`config.mk`:
```
export PLATFORM = sky130hd
export DESIGN_NAME = chm_tile
export DESIGN_NICKNAME = d
export VERILOG_FILES = /design/src/rtl/chm_pkg.sv /design/src/rtl/chm_tile.sv /design/src/rtl/chm_stage.sv /design/src/rtl/chm_mult.sv
export VERILOG_INCLUDE_DIRS = /design/src /design/src/rtl
export SDC_FILE = /design/constraint.sdc
export NUM_CORES = 2
export LEC_CHECK = 0
export BUFFER_PORTS_ARGS = -buffer_cell sky130_fd_sc_hd__buf_2
export CORE_ASPECT_RATIO = 2
export CORE_MARGIN = 1
export CORE_UTILIZATION = 60
export DETAILED_ROUTE_END_ITERATION = 12
export PLACE_DENSITY = 0.82
export SLEW_MARGIN = 10
export SYNTH_ARGS = -nofsm -noshare
export SYNTH_HDL_FRONTEND = slang
export SYNTH_HIERARCHICAL = 1
export SYNTH_SLANG_ARGS = --single-unit
```
`constraint.sdc`:
```
create_clock -name clk_in -period 19.6 [get_ports clk_in]
set_clock_uncertainty 0.2 [all_clocks]
set_input_delay 0.98 -clock clk_in [delete_from_list [all_inputs] [get_ports clk_in]]
set_output_delay 0.98 -clock clk_in [all_outputs]
set_load 0.01 [all_outputs]
```
`src/rtl/chm_cfg.svh`:
```
// constants for the configurable hard multiplier tile
`ifndef CHM_CFG_SVH
`define CHM_CFG_SVH
`define CHM_WIDE_W      18
`define CHM_NARROW_W    9
`define CHM_PROD_W      36
`define CHM_HALF_W      18
// apb register byte offsets
`define CHM_OFF_CTRL    12'h000
`define CHM_OFF_OPA     12'h004
`define CHM_OFF_OPB     12'h008
`define CHM_OFF_RESULT  12'h00c
`define CHM_OFF_STATUS  12'h010
// control field positions
`define CHM_CTRL_MODE   0
`define CHM_CTRL_SIGNA  1
`define CHM_CTRL_SIGNB  2
`define CHM_CTRL_CLKENA 3
`define CHM_CTRL_ACLR   4
`define CHM_CTRL_REGA0  5
`define CHM_CTRL_REGB0  6
`define CHM_CTRL_REGA1  7
`define CHM_CTRL_REGB1  8
`define CHM_CTRL_REGR0  9
`define CHM_CTRL_REGR1  10
`define CHM_CTRL_W      11
`define CHM_CTRL_RESET  11'h008
`endif

```
`src/rtl/chm_pkg.sv`:
```
// types for the configurable hard multiplier tile
package chm_pkg;
  typedef enum logic [0:0] {
    CHM_MODE_WIDE   = 1'b0,
    CHM_MODE_NARROW = 1'b1
  } chm_mode_t;
endpackage

```
`src/rtl/chm_tile.sv`:
```
// configurable hard multiplier tile with an apb register front end
//
// Operation
// - tile runs as one wide multiplier or two concurrent narrow ones
// - wide mode takes operands up to eighteen bits, narrower ones too
// - a high sign select makes its operand two's complement, low unsigned
// - product signed when either operand is signed, else unsigned
// - one A sign select and one B sign select serve the tile
// - both narrow multipliers share the A and B sign selects
// - sign selects may change on any control write, acting on the operands already present
// - products keep full precision for every signedness mix
// - sign selects may be registered to align with registered operands
// - wide mode operands and result register or bypass independently
// - narrow operands and results register or bypass independently
// - all tile registers share one clock, enable and clear
// - five dynamic controls: two signs, clock, clock enable, clear
//
// Implementation choices: the APB slave port and the placing of the registers.
`timescale 1ns/100ps
`include "chm_cfg.svh"
module chm_tile
  import chm_pkg::*;
(
  // clock and reset
  input  wire logic        clk_in,
  input  wire logic        rst_n_in,
  // apb slave
  input  wire logic        psel_in,
  input  wire logic        penable_in,
  input  wire logic        pwrite_in,
  input  wire logic [11:0] paddr_in,
  input  wire logic [31:0] pwdata_in,
  input  wire logic [3:0]  pstrb_in,
  output wire logic [31:0] prdata_out,
  output wire logic        pready_out,
  output wire logic        pslverr_out,
  // product from the tile, flopped once for the pin
  output wire logic [35:0] product_out
);

  ////////////////////////////////////////////////////////////////////////////
  // apb decode

  logic [`CHM_CTRL_W-1:0] ctrl_reg;
  logic [17:0]            opa_reg;
  logic [17:0]            opb_reg;
  logic [31:0]            prdata_reg;
  logic [35:0]            product_reg;

  wire logic access_w;
  wire logic wr_w;
  wire logic rd_w;
  wire logic hit_ctrl;
  wire logic hit_opa;
  wire logic hit_opb;
  wire logic hit_res;
  wire logic hit_stat;
  wire logic mapped_w;

  assign access_w = psel_in & penable_in;
  assign wr_w     = access_w & pwrite_in;
  assign rd_w     = access_w & ~pwrite_in;
  assign hit_ctrl = paddr_in == `CHM_OFF_CTRL;
  assign hit_opa  = paddr_in == `CHM_OFF_OPA;
  assign hit_opb  = paddr_in == `CHM_OFF_OPB;
  assign hit_res  = paddr_in == `CHM_OFF_RESULT;
  assign hit_stat = paddr_in == `CHM_OFF_STATUS;
  assign mapped_w = hit_ctrl | hit_opa | hit_opb | hit_res | hit_stat;

  // zero wait states; unmapped addresses and writes to read-only words error
  assign pready_out  = 1'b1;
  assign pslverr_out = access_w & (~mapped_w | (pwrite_in & (hit_res | hit_stat)));
  assign prdata_out  = prdata_reg;

  function automatic logic [31:0] merge(input logic [31:0] old_v,
                                        input logic [31:0] new_v,
                                        input logic [3:0]  strb);
    logic [31:0] r;
    r = old_v;
    for (int i = 0; i < 4; i++) begin
      if (strb[i]) begin
        r[i*8 +: 8] = new_v[i*8 +: 8];
      end
    end
    return r;
  endfunction

  wire logic [31:0] ctrl_m;
  wire logic [31:0] opa_m;
  wire logic [31:0] opb_m;
  assign ctrl_m = merge({21'h0, ctrl_reg}, pwdata_in, pstrb_in);
  assign opa_m  = merge({14'h0, opa_reg}, pwdata_in, pstrb_in);
  assign opb_m  = merge({14'h0, opb_reg}, pwdata_in, pstrb_in);

  // aclr is a self-clearing pulse so software need not write it twice
  always_ff @(posedge clk_in) begin
    if (!rst_n_in) begin
      ctrl_reg <= `CHM_CTRL_RESET;
      opa_reg  <= 18'h0;
      opb_reg  <= 18'h0;
    end else begin
      if (wr_w && hit_ctrl) begin
        ctrl_reg <= ctrl_m[`CHM_CTRL_W-1:0];
      end else begin
        ctrl_reg[`CHM_CTRL_ACLR] <= 1'b0;
      end
      if (wr_w && hit_opa) begin
        opa_reg <= opa_m[17:0];
      end
      if (wr_w && hit_opb) begin
        opb_reg <= opb_m[17:0];
      end
    end
  end

  ////////////////////////////////////////////////////////////////////////////
  // tile controls

  wire chm_mode_t mode_w;
  wire logic      signa_w;
  wire logic      signb_w;
  wire logic      clkena_w;
  wire logic      aclr_w;
  assign mode_w   = chm_mode_t'(ctrl_reg[`CHM_CTRL_MODE]);
  assign signa_w  = ctrl_reg[`CHM_CTRL_SIGNA];
  assign signb_w  = ctrl_reg[`CHM_CTRL_SIGNB];
  assign clkena_w = ctrl_reg[`CHM_CTRL_CLKENA];
  assign aclr_w   = ctrl_reg[`CHM_CTRL_ACLR];

  ////////////////////////////////////////////////////////////////////////////
  // input stage: low half feeds narrow 0, high half narrow 1, both halves the wide path

  wire logic [8:0]  a0_q;
  wire logic [8:0]  a1_q;
  wire logic [8:0]  b0_q;
  wire logic [8:0]  b1_q;
  wire logic        sa_q;
  wire logic        sb_q;
  wire logic        sa_reg_sel;
  wire logic        sb_reg_sel;
  wire logic        a1_reg_sel;
  wire logic        b1_reg_sel;

  // sign select takes the register when its a0/b0 operand half does, in both modes
  assign sa_reg_sel = ctrl_reg[`CHM_CTRL_REGA0];
  assign sb_reg_sel = ctrl_reg[`CHM_CTRL_REGB0];
  // a wide operand registers as one unit, so a half-registered operand cannot occur
  assign a1_reg_sel = (mode_w == CHM_MODE_NARROW) ? ctrl_reg[`CHM_CTRL_REGA1]
                                                  : ctrl_reg[`CHM_CTRL_REGA0];
  assign b1_reg_sel = (mode_w == CHM_MODE_NARROW) ? ctrl_reg[`CHM_CTRL_REGB1]
                                                  : ctrl_reg[`CHM_CTRL_REGB0];

  // every stage shares clk_in, clkena_w and aclr_w
  chm_stage #(.W(9)) u_a0 (
    .clk_in(clk_in), .rst_n_in(rst_n_in), .clkena_in(clkena_w), .aclr_in(aclr_w),
    .use_reg_in(ctrl_reg[`CHM_CTRL_REGA0]), .d_in(opa_reg[8:0]), .q_out(a0_q)
  );
  chm_stage #(.W(9)) u_a1 (
    .clk_in(clk_in), .rst_n_in(rst_n_in), .clkena_in(clkena_w), .aclr_in(aclr_w),
    .use_reg_in(a1_reg_sel), .d_in(opa_reg[17:9]), .q_out(a1_q)
  );
  chm_stage #(.W(9)) u_b0 (
    .clk_in(clk_in), .rst_n_in(rst_n_in), .clkena_in(clkena_w), .aclr_in(aclr_w),
    .use_reg_in(ctrl_reg[`CHM_CTRL_REGB0]), .d_in(opb_reg[8:0]), .q_out(b0_q)
  );
  chm_stage #(.W(9)) u_b1 (
    .clk_in(clk_in), .rst_n_in(rst_n_in), .clkena_in(clkena_w), .aclr_in(aclr_w),
    .use_reg_in(b1_reg_sel), .d_in(opb_reg[17:9]), .q_out(b1_q)
  );
  chm_stage #(.W(1)) u_sa (
    .clk_in(clk_in), .rst_n_in(rst_n_in), .clkena_in(clkena_w), .aclr_in(aclr_w),
    .use_reg_in(sa_reg_sel), .d_in(signa_w), .q_out(sa_q)
  );
  chm_stage #(.W(1)) u_sb (
    .clk_in(clk_in), .rst_n_in(rst_n_in), .clkena_in(clkena_w), .aclr_in(aclr_w),
    .use_reg_in(sb_reg_sel), .d_in(signb_w), .q_out(sb_q)
  );

  ////////////////////////////////////////////////////////////////////////////
  // multipliers

  wire logic [35:0] wide_p;
  wire logic [17:0] nar0_p;
  wire logic [17:0] nar1_p;

  // wide mode uses the a0/b0 register selects for the whole 18-bit operand;
  // narrower operands are simply sign- or zero-extended by the user
  chm_mult #(.W(`CHM_WIDE_W)) u_wide (
    .a_in({a1_q, a0_q}), .b_in({b1_q, b0_q}),
    .sign_a_in(sa_q), .sign_b_in(sb_q), .p_out(wide_p)
  );
  chm_mult #(.W(`CHM_NARROW_W)) u_nar0 (
    .a_in(a0_q), .b_in(b0_q), .sign_a_in(sa_q), .sign_b_in(sb_q), .p_out(nar0_p)
  );
  chm_mult #(.W(`CHM_NARROW_W)) u_nar1 (
    .a_in(a1_q), .b_in(b1_q), .sign_a_in(sa_q), .sign_b_in(sb_q), .p_out(nar1_p)
  );

  wire logic [35:0] prod_mux;
  assign prod_mux = (mode_w == CHM_MODE_NARROW) ? {nar1_p, nar0_p} : wide_p;

  ////////////////////////////////////////////////////////////////////////////
  // output stage, split so each narrow result registers on its own

  wire logic [17:0] res_lo;
  wire logic [17:0] res_hi;
  wire logic        hi_sel;
  // wide mode registers the whole product through the r0 select
  assign hi_sel = (mode_w == CHM_MODE_NARROW) ? ctrl_reg[`CHM_CTRL_REGR1]
                                              : ctrl_reg[`CHM_CTRL_REGR0];

  chm_stage #(.W(18)) u_r0 (
    .clk_in(clk_in), .rst_n_in(rst_n_in), .clkena_in(clkena_w), .aclr_in(aclr_w),
    .use_reg_in(ctrl_reg[`CHM_CTRL_REGR0]), .d_in(prod_mux[17:0]), .q_out(res_lo)
  );
  chm_stage #(.W(18)) u_r1 (
    .clk_in(clk_in), .rst_n_in(rst_n_in), .clkena_in(clkena_w), .aclr_in(aclr_w),
    .use_reg_in(hi_sel), .d_in(prod_mux[35:18]), .q_out(res_hi)
  );

  // flop the product for the pin; reads see it a cycle behind the tile
  always_ff @(posedge clk_in) begin
    if (!rst_n_in) begin
      product_reg <= 36'h0;
    end else begin
      product_reg <= {res_hi, res_lo};
    end
  end
  assign product_out = product_reg;

  ////////////////////////////////////////////////////////////////////////////
  // read data

  wire logic [31:0] rd_mux;
  wire logic        prod_signed;
  assign prod_signed = sa_q | sb_q;
  assign rd_mux = hit_ctrl ? {21'h0, ctrl_reg} :
                  hit_opa  ? {14'h0, opa_reg} :
                  hit_opb  ? {14'h0, opb_reg} :
                  hit_res  ? product_reg[31:0] :
                  hit_stat ? {25'h0, prod_signed, sb_q, sa_q, product_reg[35:32]} :
                             32'h0;

  always_ff @(posedge clk_in) begin
    if (!rst_n_in) begin
      prdata_reg <= 32'h0;
    end else if (psel_in && !penable_in && !pwrite_in) begin
      prdata_reg <= rd_mux;
    end
  end
endmodule

```
`src/rtl/chm_stage.sv`:
```
// optional register stage: tile clock enable, clear, bypass select
`timescale 1ns/100ps
`include "chm_cfg.svh"
module chm_stage
  import chm_pkg::*;
#(
  parameter int W = 18
) (
  // clock and reset
  input  wire logic         clk_in,
  input  wire logic         rst_n_in,
  // tile controls
  input  wire logic         clkena_in,
  input  wire logic         aclr_in,
  input  wire logic         use_reg_in,
  // data
  input  wire logic [W-1:0] d_in,
  output wire logic [W-1:0] q_out
);
  logic [W-1:0] q_reg;
  // clear acts on the tile clock here, the bus reset being synchronous too
  always_ff @(posedge clk_in) begin
    if (!rst_n_in || aclr_in) begin
      q_reg <= '0;
    end else if (clkena_in) begin
      q_reg <= d_in;
    end
  end
  assign q_out = use_reg_in ? q_reg : d_in;
endmodule

```
`src/rtl/chm_mult.sv`:
```
// full-precision multiplier with per-operand signedness
`timescale 1ns/100ps
`include "chm_cfg.svh"
module chm_mult
  import chm_pkg::*;
#(
  parameter int W = 18
) (
  // operands
  input  wire logic [W-1:0]   a_in,
  input  wire logic [W-1:0]   b_in,
  input  wire logic           sign_a_in,
  input  wire logic           sign_b_in,
  // product
  output wire logic [2*W-1:0] p_out
);
  // one extra bit makes signed and unsigned operands share one signed product
  wire logic signed [W:0]     a_ext;
  wire logic signed [W:0]     b_ext;
  wire logic signed [2*W+1:0] full;
  assign a_ext = {sign_a_in & a_in[W-1], a_in};
  assign b_ext = {sign_b_in & b_in[W-1], b_in};
  assign full  = a_ext * b_ext;
  assign p_out = full[2*W-1:0];
endmodule

```
# [Yosys cells after proc, flatten, opt, wreduce, memory -nomap -nowiden]
# Index checks and enable logic that the tools add are counted.
[word_totals] reg_bits=189 output_inout_bits=70 elab_cells=78
[op_classes] multipliers=3 n_eq_ne=4 muxes=17 bitwise_logic=16 reduce_logical=19
[ops] cell="$mux W32" n=4
[ops] cell="$mul A10 B10 Y18" n=2
[ops] cell="$mul A19 B19 Y36" n=1
[ops] cell="$mux W18" n=2
[ops] cell="$mux W36" n=1
[ops] cell="$mux W9" n=4
[ops] cell="$eq A12 B4 Y1 const B" n=2
[ops] cell="$reduce_and A2 Y1" n=9
[ops] cell="$eq A12 B3 Y1 const B" n=1
[ops] cell="$eq A12 B5 Y1 const B" n=1
[ops] cell="$logic_not A12 Y1" n=1
[ops] cell="$and A1 B1 Y1" n=8
[ops] cell="$mux W7" n=1
[ops] cell="$or A1 B1 Y1" n=7
[ops] cell="$logic_and A1 B1 Y1" n=5
[ops] cell="$mux W1" n=5
[ops] cell="$logic_not A1 Y1" n=3
[ops] cell="$logic_or A1 B1 Y1" n=1
[ops] cell="$not A1 Y1" n=1

# [Depth between registers and ports, before layout]
[logic_depth] depth_word=8 ltp_mapped=33

# [Hierarchy]
# Netlist, hierarchy kept.
[by_module_without_submodules] mod="chm_mult at u_wide" n_inst=1 cells_per_inst=1463 area_per_inst_um2=13140.1 seq_area_each_um2=0.0
[by_module_without_submodules] mod="chm_tile" n_inst=1 cells_per_inst=489 area_per_inst_um2=4917.2 seq_area_each_um2=2302.2
[by_module_without_submodules] mod="chm_mult at u_nar1" n_inst=1 cells_per_inst=431 area_per_inst_um2=3789.9 seq_area_each_um2=0.0
[by_module_without_submodules] mod="chm_mult at u_nar0" n_inst=1 cells_per_inst=433 area_per_inst_um2=3786.1 seq_area_each_um2=0.0
[by_module_without_submodules] mod="chm_stage at u_a0 ..." n_inst=4 cells_per_inst=40 area_per_inst_um2=473.0 seq_area_each_um2=180.2
[by_module_without_submodules] mod="chm_stage at u_r0 ..." n_inst=2 cells_per_inst=79 area_per_inst_um2=922.1 seq_area_each_um2=360.3
[by_module_without_submodules] mod="chm_stage at u_sa ..." n_inst=2 cells_per_inst=4 area_per_inst_um2=53.8 seq_area_each_um2=20.0

# [Worst setup path before layout]
# OpenSTA, ideal clock, no wires.
[synth_path] path_kind="flip-flop to flip-flop" startpoint="register ctrl_reg[0]" endpoint="register product_reg[32] (netlist: product_out[32])" setup_time_ps=115 arrival_time_ps=8019 t_required_ps=19285 slack_ps=11266 path_stages_with_launch=29 period_less_slack_ps=8334 cell_sequence="dfxtp_1 > clkbuf_1 > clkbuf_1 > mux2_2 > buf_6 > mux2_4 > and2_0 > clkbuf_1 > nand2_1 > fa_1 > fa_1 > inv_1 > fa_1 > fa_1 > fa_1 > inv_1 > fa_1 > inv_1 > ha_1 > ha_1 > a211o_1 > nor3_1 > o211ai_1 > a31o_2 > a21oi_1 > xnor2_1 > mux2_2 > mux2_4 > and2_1"
[synth_via] elab_chain_cells=6 word_cells_on_any_way=11 classes_between="mul (2); mux (7); bitwise (2)"
[synth_rtl] item="from (decl)" line_no="chm_tile.sv:44" rtl="logic [`CHM_CTRL_W-1:0] ctrl_reg;"
[synth_rtl] item="from (signal assigned)" line_no="chm_tile.sv:98" rtl="ctrl_reg <= `CHM_CTRL_RESET;"
[synth_rtl] item="from (signal assigned)" line_no="chm_tile.sv:103" rtl="ctrl_reg <= ctrl_m[`CHM_CTRL_W-1:0];"
[synth_rtl] item="$mux W1 (*)" line_no="chm_tile.sv:148" rtl="assign a1_reg_sel = (mode_w == CHM_MODE_NARROW) ? ctrl_reg[`CHM_CTRL_REGA1]"
[synth_rtl] item="named net a1_reg_sel" line_no="chm_tile.sv:141" rtl="wire logic a1_reg_sel;"
[synth_rtl] item="$mux W9 (*)" line_no="chm_stage.sv:29" rtl="assign q_out = use_reg_in ? q_reg : d_in;"
[synth_rtl] item="named net a1_q[8]" line_no="chm_tile.sv:134" rtl="wire logic [8:0] a1_q;"
[synth_rtl] item="$and A1 B1 Y1" line_no="chm_mult.sv:21" rtl="assign a_ext = {sign_a_in & a_in[W-1], a_in};"
[synth_rtl] item="$mul A19 B19 Y36 (*)" line_no="chm_mult.sv:23" rtl="assign full = a_ext * b_ext;"
[synth_rtl] item="named net wide_p[32]" line_no="chm_tile.sv:182" rtl="wire logic [35:0] wide_p;"
[synth_rtl] item="$mux W36 (*)" line_no="chm_tile.sv:200" rtl="assign prod_mux = (mode_w == CHM_MODE_NARROW) ? {nar1_p, nar0_p} : wide_p;"
[synth_rtl] item="named net prod_mux[32]" line_no="chm_tile.sv:199" rtl="wire logic [35:0] prod_mux;"
[synth_rtl] item="$mux W18 (*)" line_no="chm_stage.sv:29"
[synth_rtl] item="named net res_hi[14]" line_no="chm_tile.sv:206" rtl="wire logic [17:0] res_hi;"
[synth_rtl] item="to (signal assigned)" line_no="chm_tile.sv:226" rtl="product_reg <= {res_hi, res_lo};"
[synth_rtl] item="to (decl)" line_no="chm_tile.sv:48" rtl="logic [35:0] product_reg;"
# The timed path passes the listed nets; every way through them passes the cells marked *.
# A chain may end at the register's enable or synchronous reset.

# [Worst setup path in the final report]
[layout_path] startpoint="register ctrl_reg[0]" endpoint="register product_reg[33] (netlist: product_out[33])"
# Same word-level chain as after synthesis.

==> impl_metrics.env <==
export IMPL_outcome="completed"
export IMPL_ys_seq_area_frac=0.128
export IMPL_path_class="reg2reg"
export IMPL_grt_pass1_wl_mm=126
export IMPL_overflow=0
export IMPL_grt_pass1_vias=25300
export IMPL_place_ws_ps=9490
export IMPL_postPlaceCellArea_um2=30100
export IMPL_area_growth_synth_to_final_pct=4.05
export IMPL_largest_reg_flops=36
export IMPL_finalMaxSlewViolations=0
export IMPL_p_leak_uw=0.0165
export IMPL_synth_edf_count=0
export IMPL_core_um2=48400
export IMPL_postCtsSetupRepairBufs=0
export IMPL_routabilityCongestion=0.927
export IMPL_post_route_min_period_ps=10170
export IMPL_fill_cells=3815
export IMPL_tightest_slew_ps=1250
export IMPL_worst_slack_ps=9430
export IMPL_die_h_um=315
export IMPL_period_share=0.519
export IMPL_dp_hpwl_mm=59.8
export IMPL_clk_pin_slew_ps=80
export IMPL_ys_flop_type="dfxtp_1"
export IMPL_ios=123
export IMPL_synthesis_nets=3912
export IMPL_die_area_um2=50100
export IMPL_cts_tree="built"
export IMPL_cts_htree_levels=4
export IMPL_cts_inserted_buffers=17
export IMPL_design_area_um2=30700
export IMPL_start_util=0.610
export IMPL_clkSinkCount=189
export IMPL_postRouteWirelength_mm=78.9
export IMPL_wl_per_cell_um=20.9
export IMPL_crit_required_ps=19730
export IMPL_slew_headroom=0.164
export IMPL_start_kind="flip-flop"
export IMPL_clk_latency_ps=440
export IMPL_antenna_found_initial=0
export IMPL_clock_root_buffer="clkbuf_16"
export IMPL_hold_violations=0
export IMPL_setup_viol=0
export IMPL_syn_inst=3142
export IMPL_peakVddDrop_uv=82.9
export IMPL_power_per_cell_area_nw_per_um2=24.2
export IMPL_netlist_area_um2=29500
export IMPL_critPathCaptureType="flip-flop"
export IMPL_die_w_um=159
export IMPL_vias=22500
export IMPL_final_common_cell="inv_1"
export IMPL_ys_ff_latch=189
export IMPL_viasPerCell=5.96
export IMPL_hp_class="reg2reg"
export IMPL_drtPass1Iterations=5
export IMPL_cts_resized=0
export IMPL_grt_usage=0.325
export IMPL_fmax_ghz=0.0983
export IMPL_rows=114
export IMPL_grt_max_degree=98
export IMPL_rsz0062_at_grt="false"
export IMPL_cts_hold_buf=0
export IMPL_clock_path_buffers=2
export IMPL_max_cap_violations=0
export IMPL_first_iter_violations=1335
export IMPL_synth_cell_types=92
export IMPL_fin_hold_ws_ps=273
export IMPL_drc=0
export IMPL_portBuffers=106
export IMPL_ys_warn_count=6
export IMPL_cp_max_fo=42
export IMPL_crit_arrival_ps=10300
export IMPL_syn_avg_cell_area_um2=9.38
export IMPL_layout_drive_gt1_share=0.103
export IMPL_antenna_left=0
export IMPL_async_flop_share=0
export IMPL_fin_tns_setup_ps=0
export IMPL_nNetsFinal=3889
export IMPL_layout_common_cells="inv_1 (617), fa_1 (519), nand2_1 (373), and2_1 (267), ha_1 (198)"
==> metrics by stage <==
| stage | cells | total power (µW) | utilization |
|---|---|---|---|
| after floorplan | 3142 | 407 | - |
| after global placement | 3738 | 415 | 0.622 |
| after detailed placement | 3738 | 415 | 0.622 |
| after CTS | 3770 | 746 | 0.634 |
| after global routing | 3770 | 765 | 0.634 |
| final | 3772 | 743 | 0.634 |
==> synth_stat cells (all sizes together) (4+ instances only) <==
cell / n / share of area
nand4: 6 / 0.0013
buf: 34 / 0.011
a21o: 26 / 0.0067
mux2: 116 / 0.051
xnor2: 63 / 0.020
or2: 17 / 0.0036
inv: 619 / 0.079
o31ai: 10 / 0.0025
fa: 519 / 0.35
a211oi: 5 / 0.0016
ha: 198 / 0.084
nand3: 18 / 0.0032
a22o: 14 / 0.0042
nor2: 125 / 0.016
a22oi: 8 / 0.0020
nand2b: 13 / 0.0028
clkbuf: 122 / 0.016
dfxtp: 189 / 0.13
o2bb2ai: 6 / 0.0018
xor2: 24 / 0.0071
mux2i: 136 / 0.046
or3: 4 / 0.00085
o22ai: 6 / 0.0013
o21a: 14 / 0.0036
nor4: 6 / 0.0019
a31oi: 6 / 0.0015
o211ai: 5 / 0.0016
nor3: 9 / 0.0021
o21bai: 8 / 0.0020
a21oi: 57 / 0.010
and3: 14 / 0.0031
nor3b: 5 / 0.0016
o2111ai: 5 / 0.0017
nand2: 374 / 0.048
and2: 276 / 0.059
o21ai: 45 / 0.0084
a31o: 5 / 0.0015
==> report_power, final <==
| group | switching [µW] | internal [µW] | leakage, µW | total (µW) |
|---|---|---|---|---|
| Clock | 166 | 170 | 0.000281 | 336 |
| Sequential | 0.00447 | 383 | 0.00152 | 383 |
| Combinational | 16.9 | 6.49 | 0.0147 | 23.4 |
| Total | 183 | 560 | 0.0165 | 743 |
==> path summary, 6_finish.rpt <==
| check | from | end | slack [ps] | cells after the start |
|---|---|---|---|---|
| min | prdata_out[14] | prdata_out[14] | 270 | 2 |
| min reg2reg | prdata_out[14] | prdata_out[14] | 270 | 2 |
| max reg2reg | ctrl_reg[0] | product_out[33] | 9430 | 24 |
| max | ctrl_reg[0] | product_out[33] | 9430 | 24 |
==> kinds of logic after synthesis <==
| group | after synthesis | share of synthesized area |
|---|---|---|
| AND/OR/NAND/NOR | 883 | 0.148 |
| XOR/XNOR | 87 | 0.0273 |
| AO/OA/AOI/OAI | 238 | 0.0569 |
| adder cells (fa/ha/maj) | 717 | 0.437 |
| multiplexers | 252 | 0.0976 |
| flip-flops | 189 | 0.128 |
| buffers and inverters | 775 | 0.105 |
| other | 1 | 0.000127 |
==> layer usage <==
| layer | track usage | vias up | routed length, µm |
|---|---|---|---|
| li1 | - | 9559 | - |
| met1 | 0.317 | 11300 | 25100 |
| met2 | 0.596 | 1167 | 42100 |
| met3 | 0.0493 | 437 | 4510 |
| met4 | 0.282 | 0 | 7220 |
| met5 | 0 | - | 0 |
==> area by class of cell <==
class | count | area, µm² | area share
multi-input combinational | 2178 | 22600 | 0.737
sequential | 189 | 3790 | 0.124
inverter | 619 | 2330 | 0.0758
tap | 638 | 798 | 0.0260
timing repair buffer | 114 | 591 | 0.0193
clock buffer | 18 | 429 | 0.0140
clock inverter | 14 | 143 | 0.00465
antenna | 2 | 5.00 | 0.000163
==> critical path, cell delays in order (launching register included) <==
cell	delay (ps)
dfxtp_2	1010
mux2_2	560
mux2_4	580
and2_0	890
nand2_1	310
fa_1	760
fa_1	510
fa_1	730
inv_1	260
fa_1	510
fa_1	580
fa_1	420
ha_1	280
ha_1	330
inv_1	90
nor2_1	210
and3_1	190
o21a_1	170
o2111ai_2	160
a21boi_2	200
o21a_1	130
o311ai_1	200
mux2_2	340
mux2_2	250
and2_1	150
No activity file was read; power rests on OpenSTA's default activity.
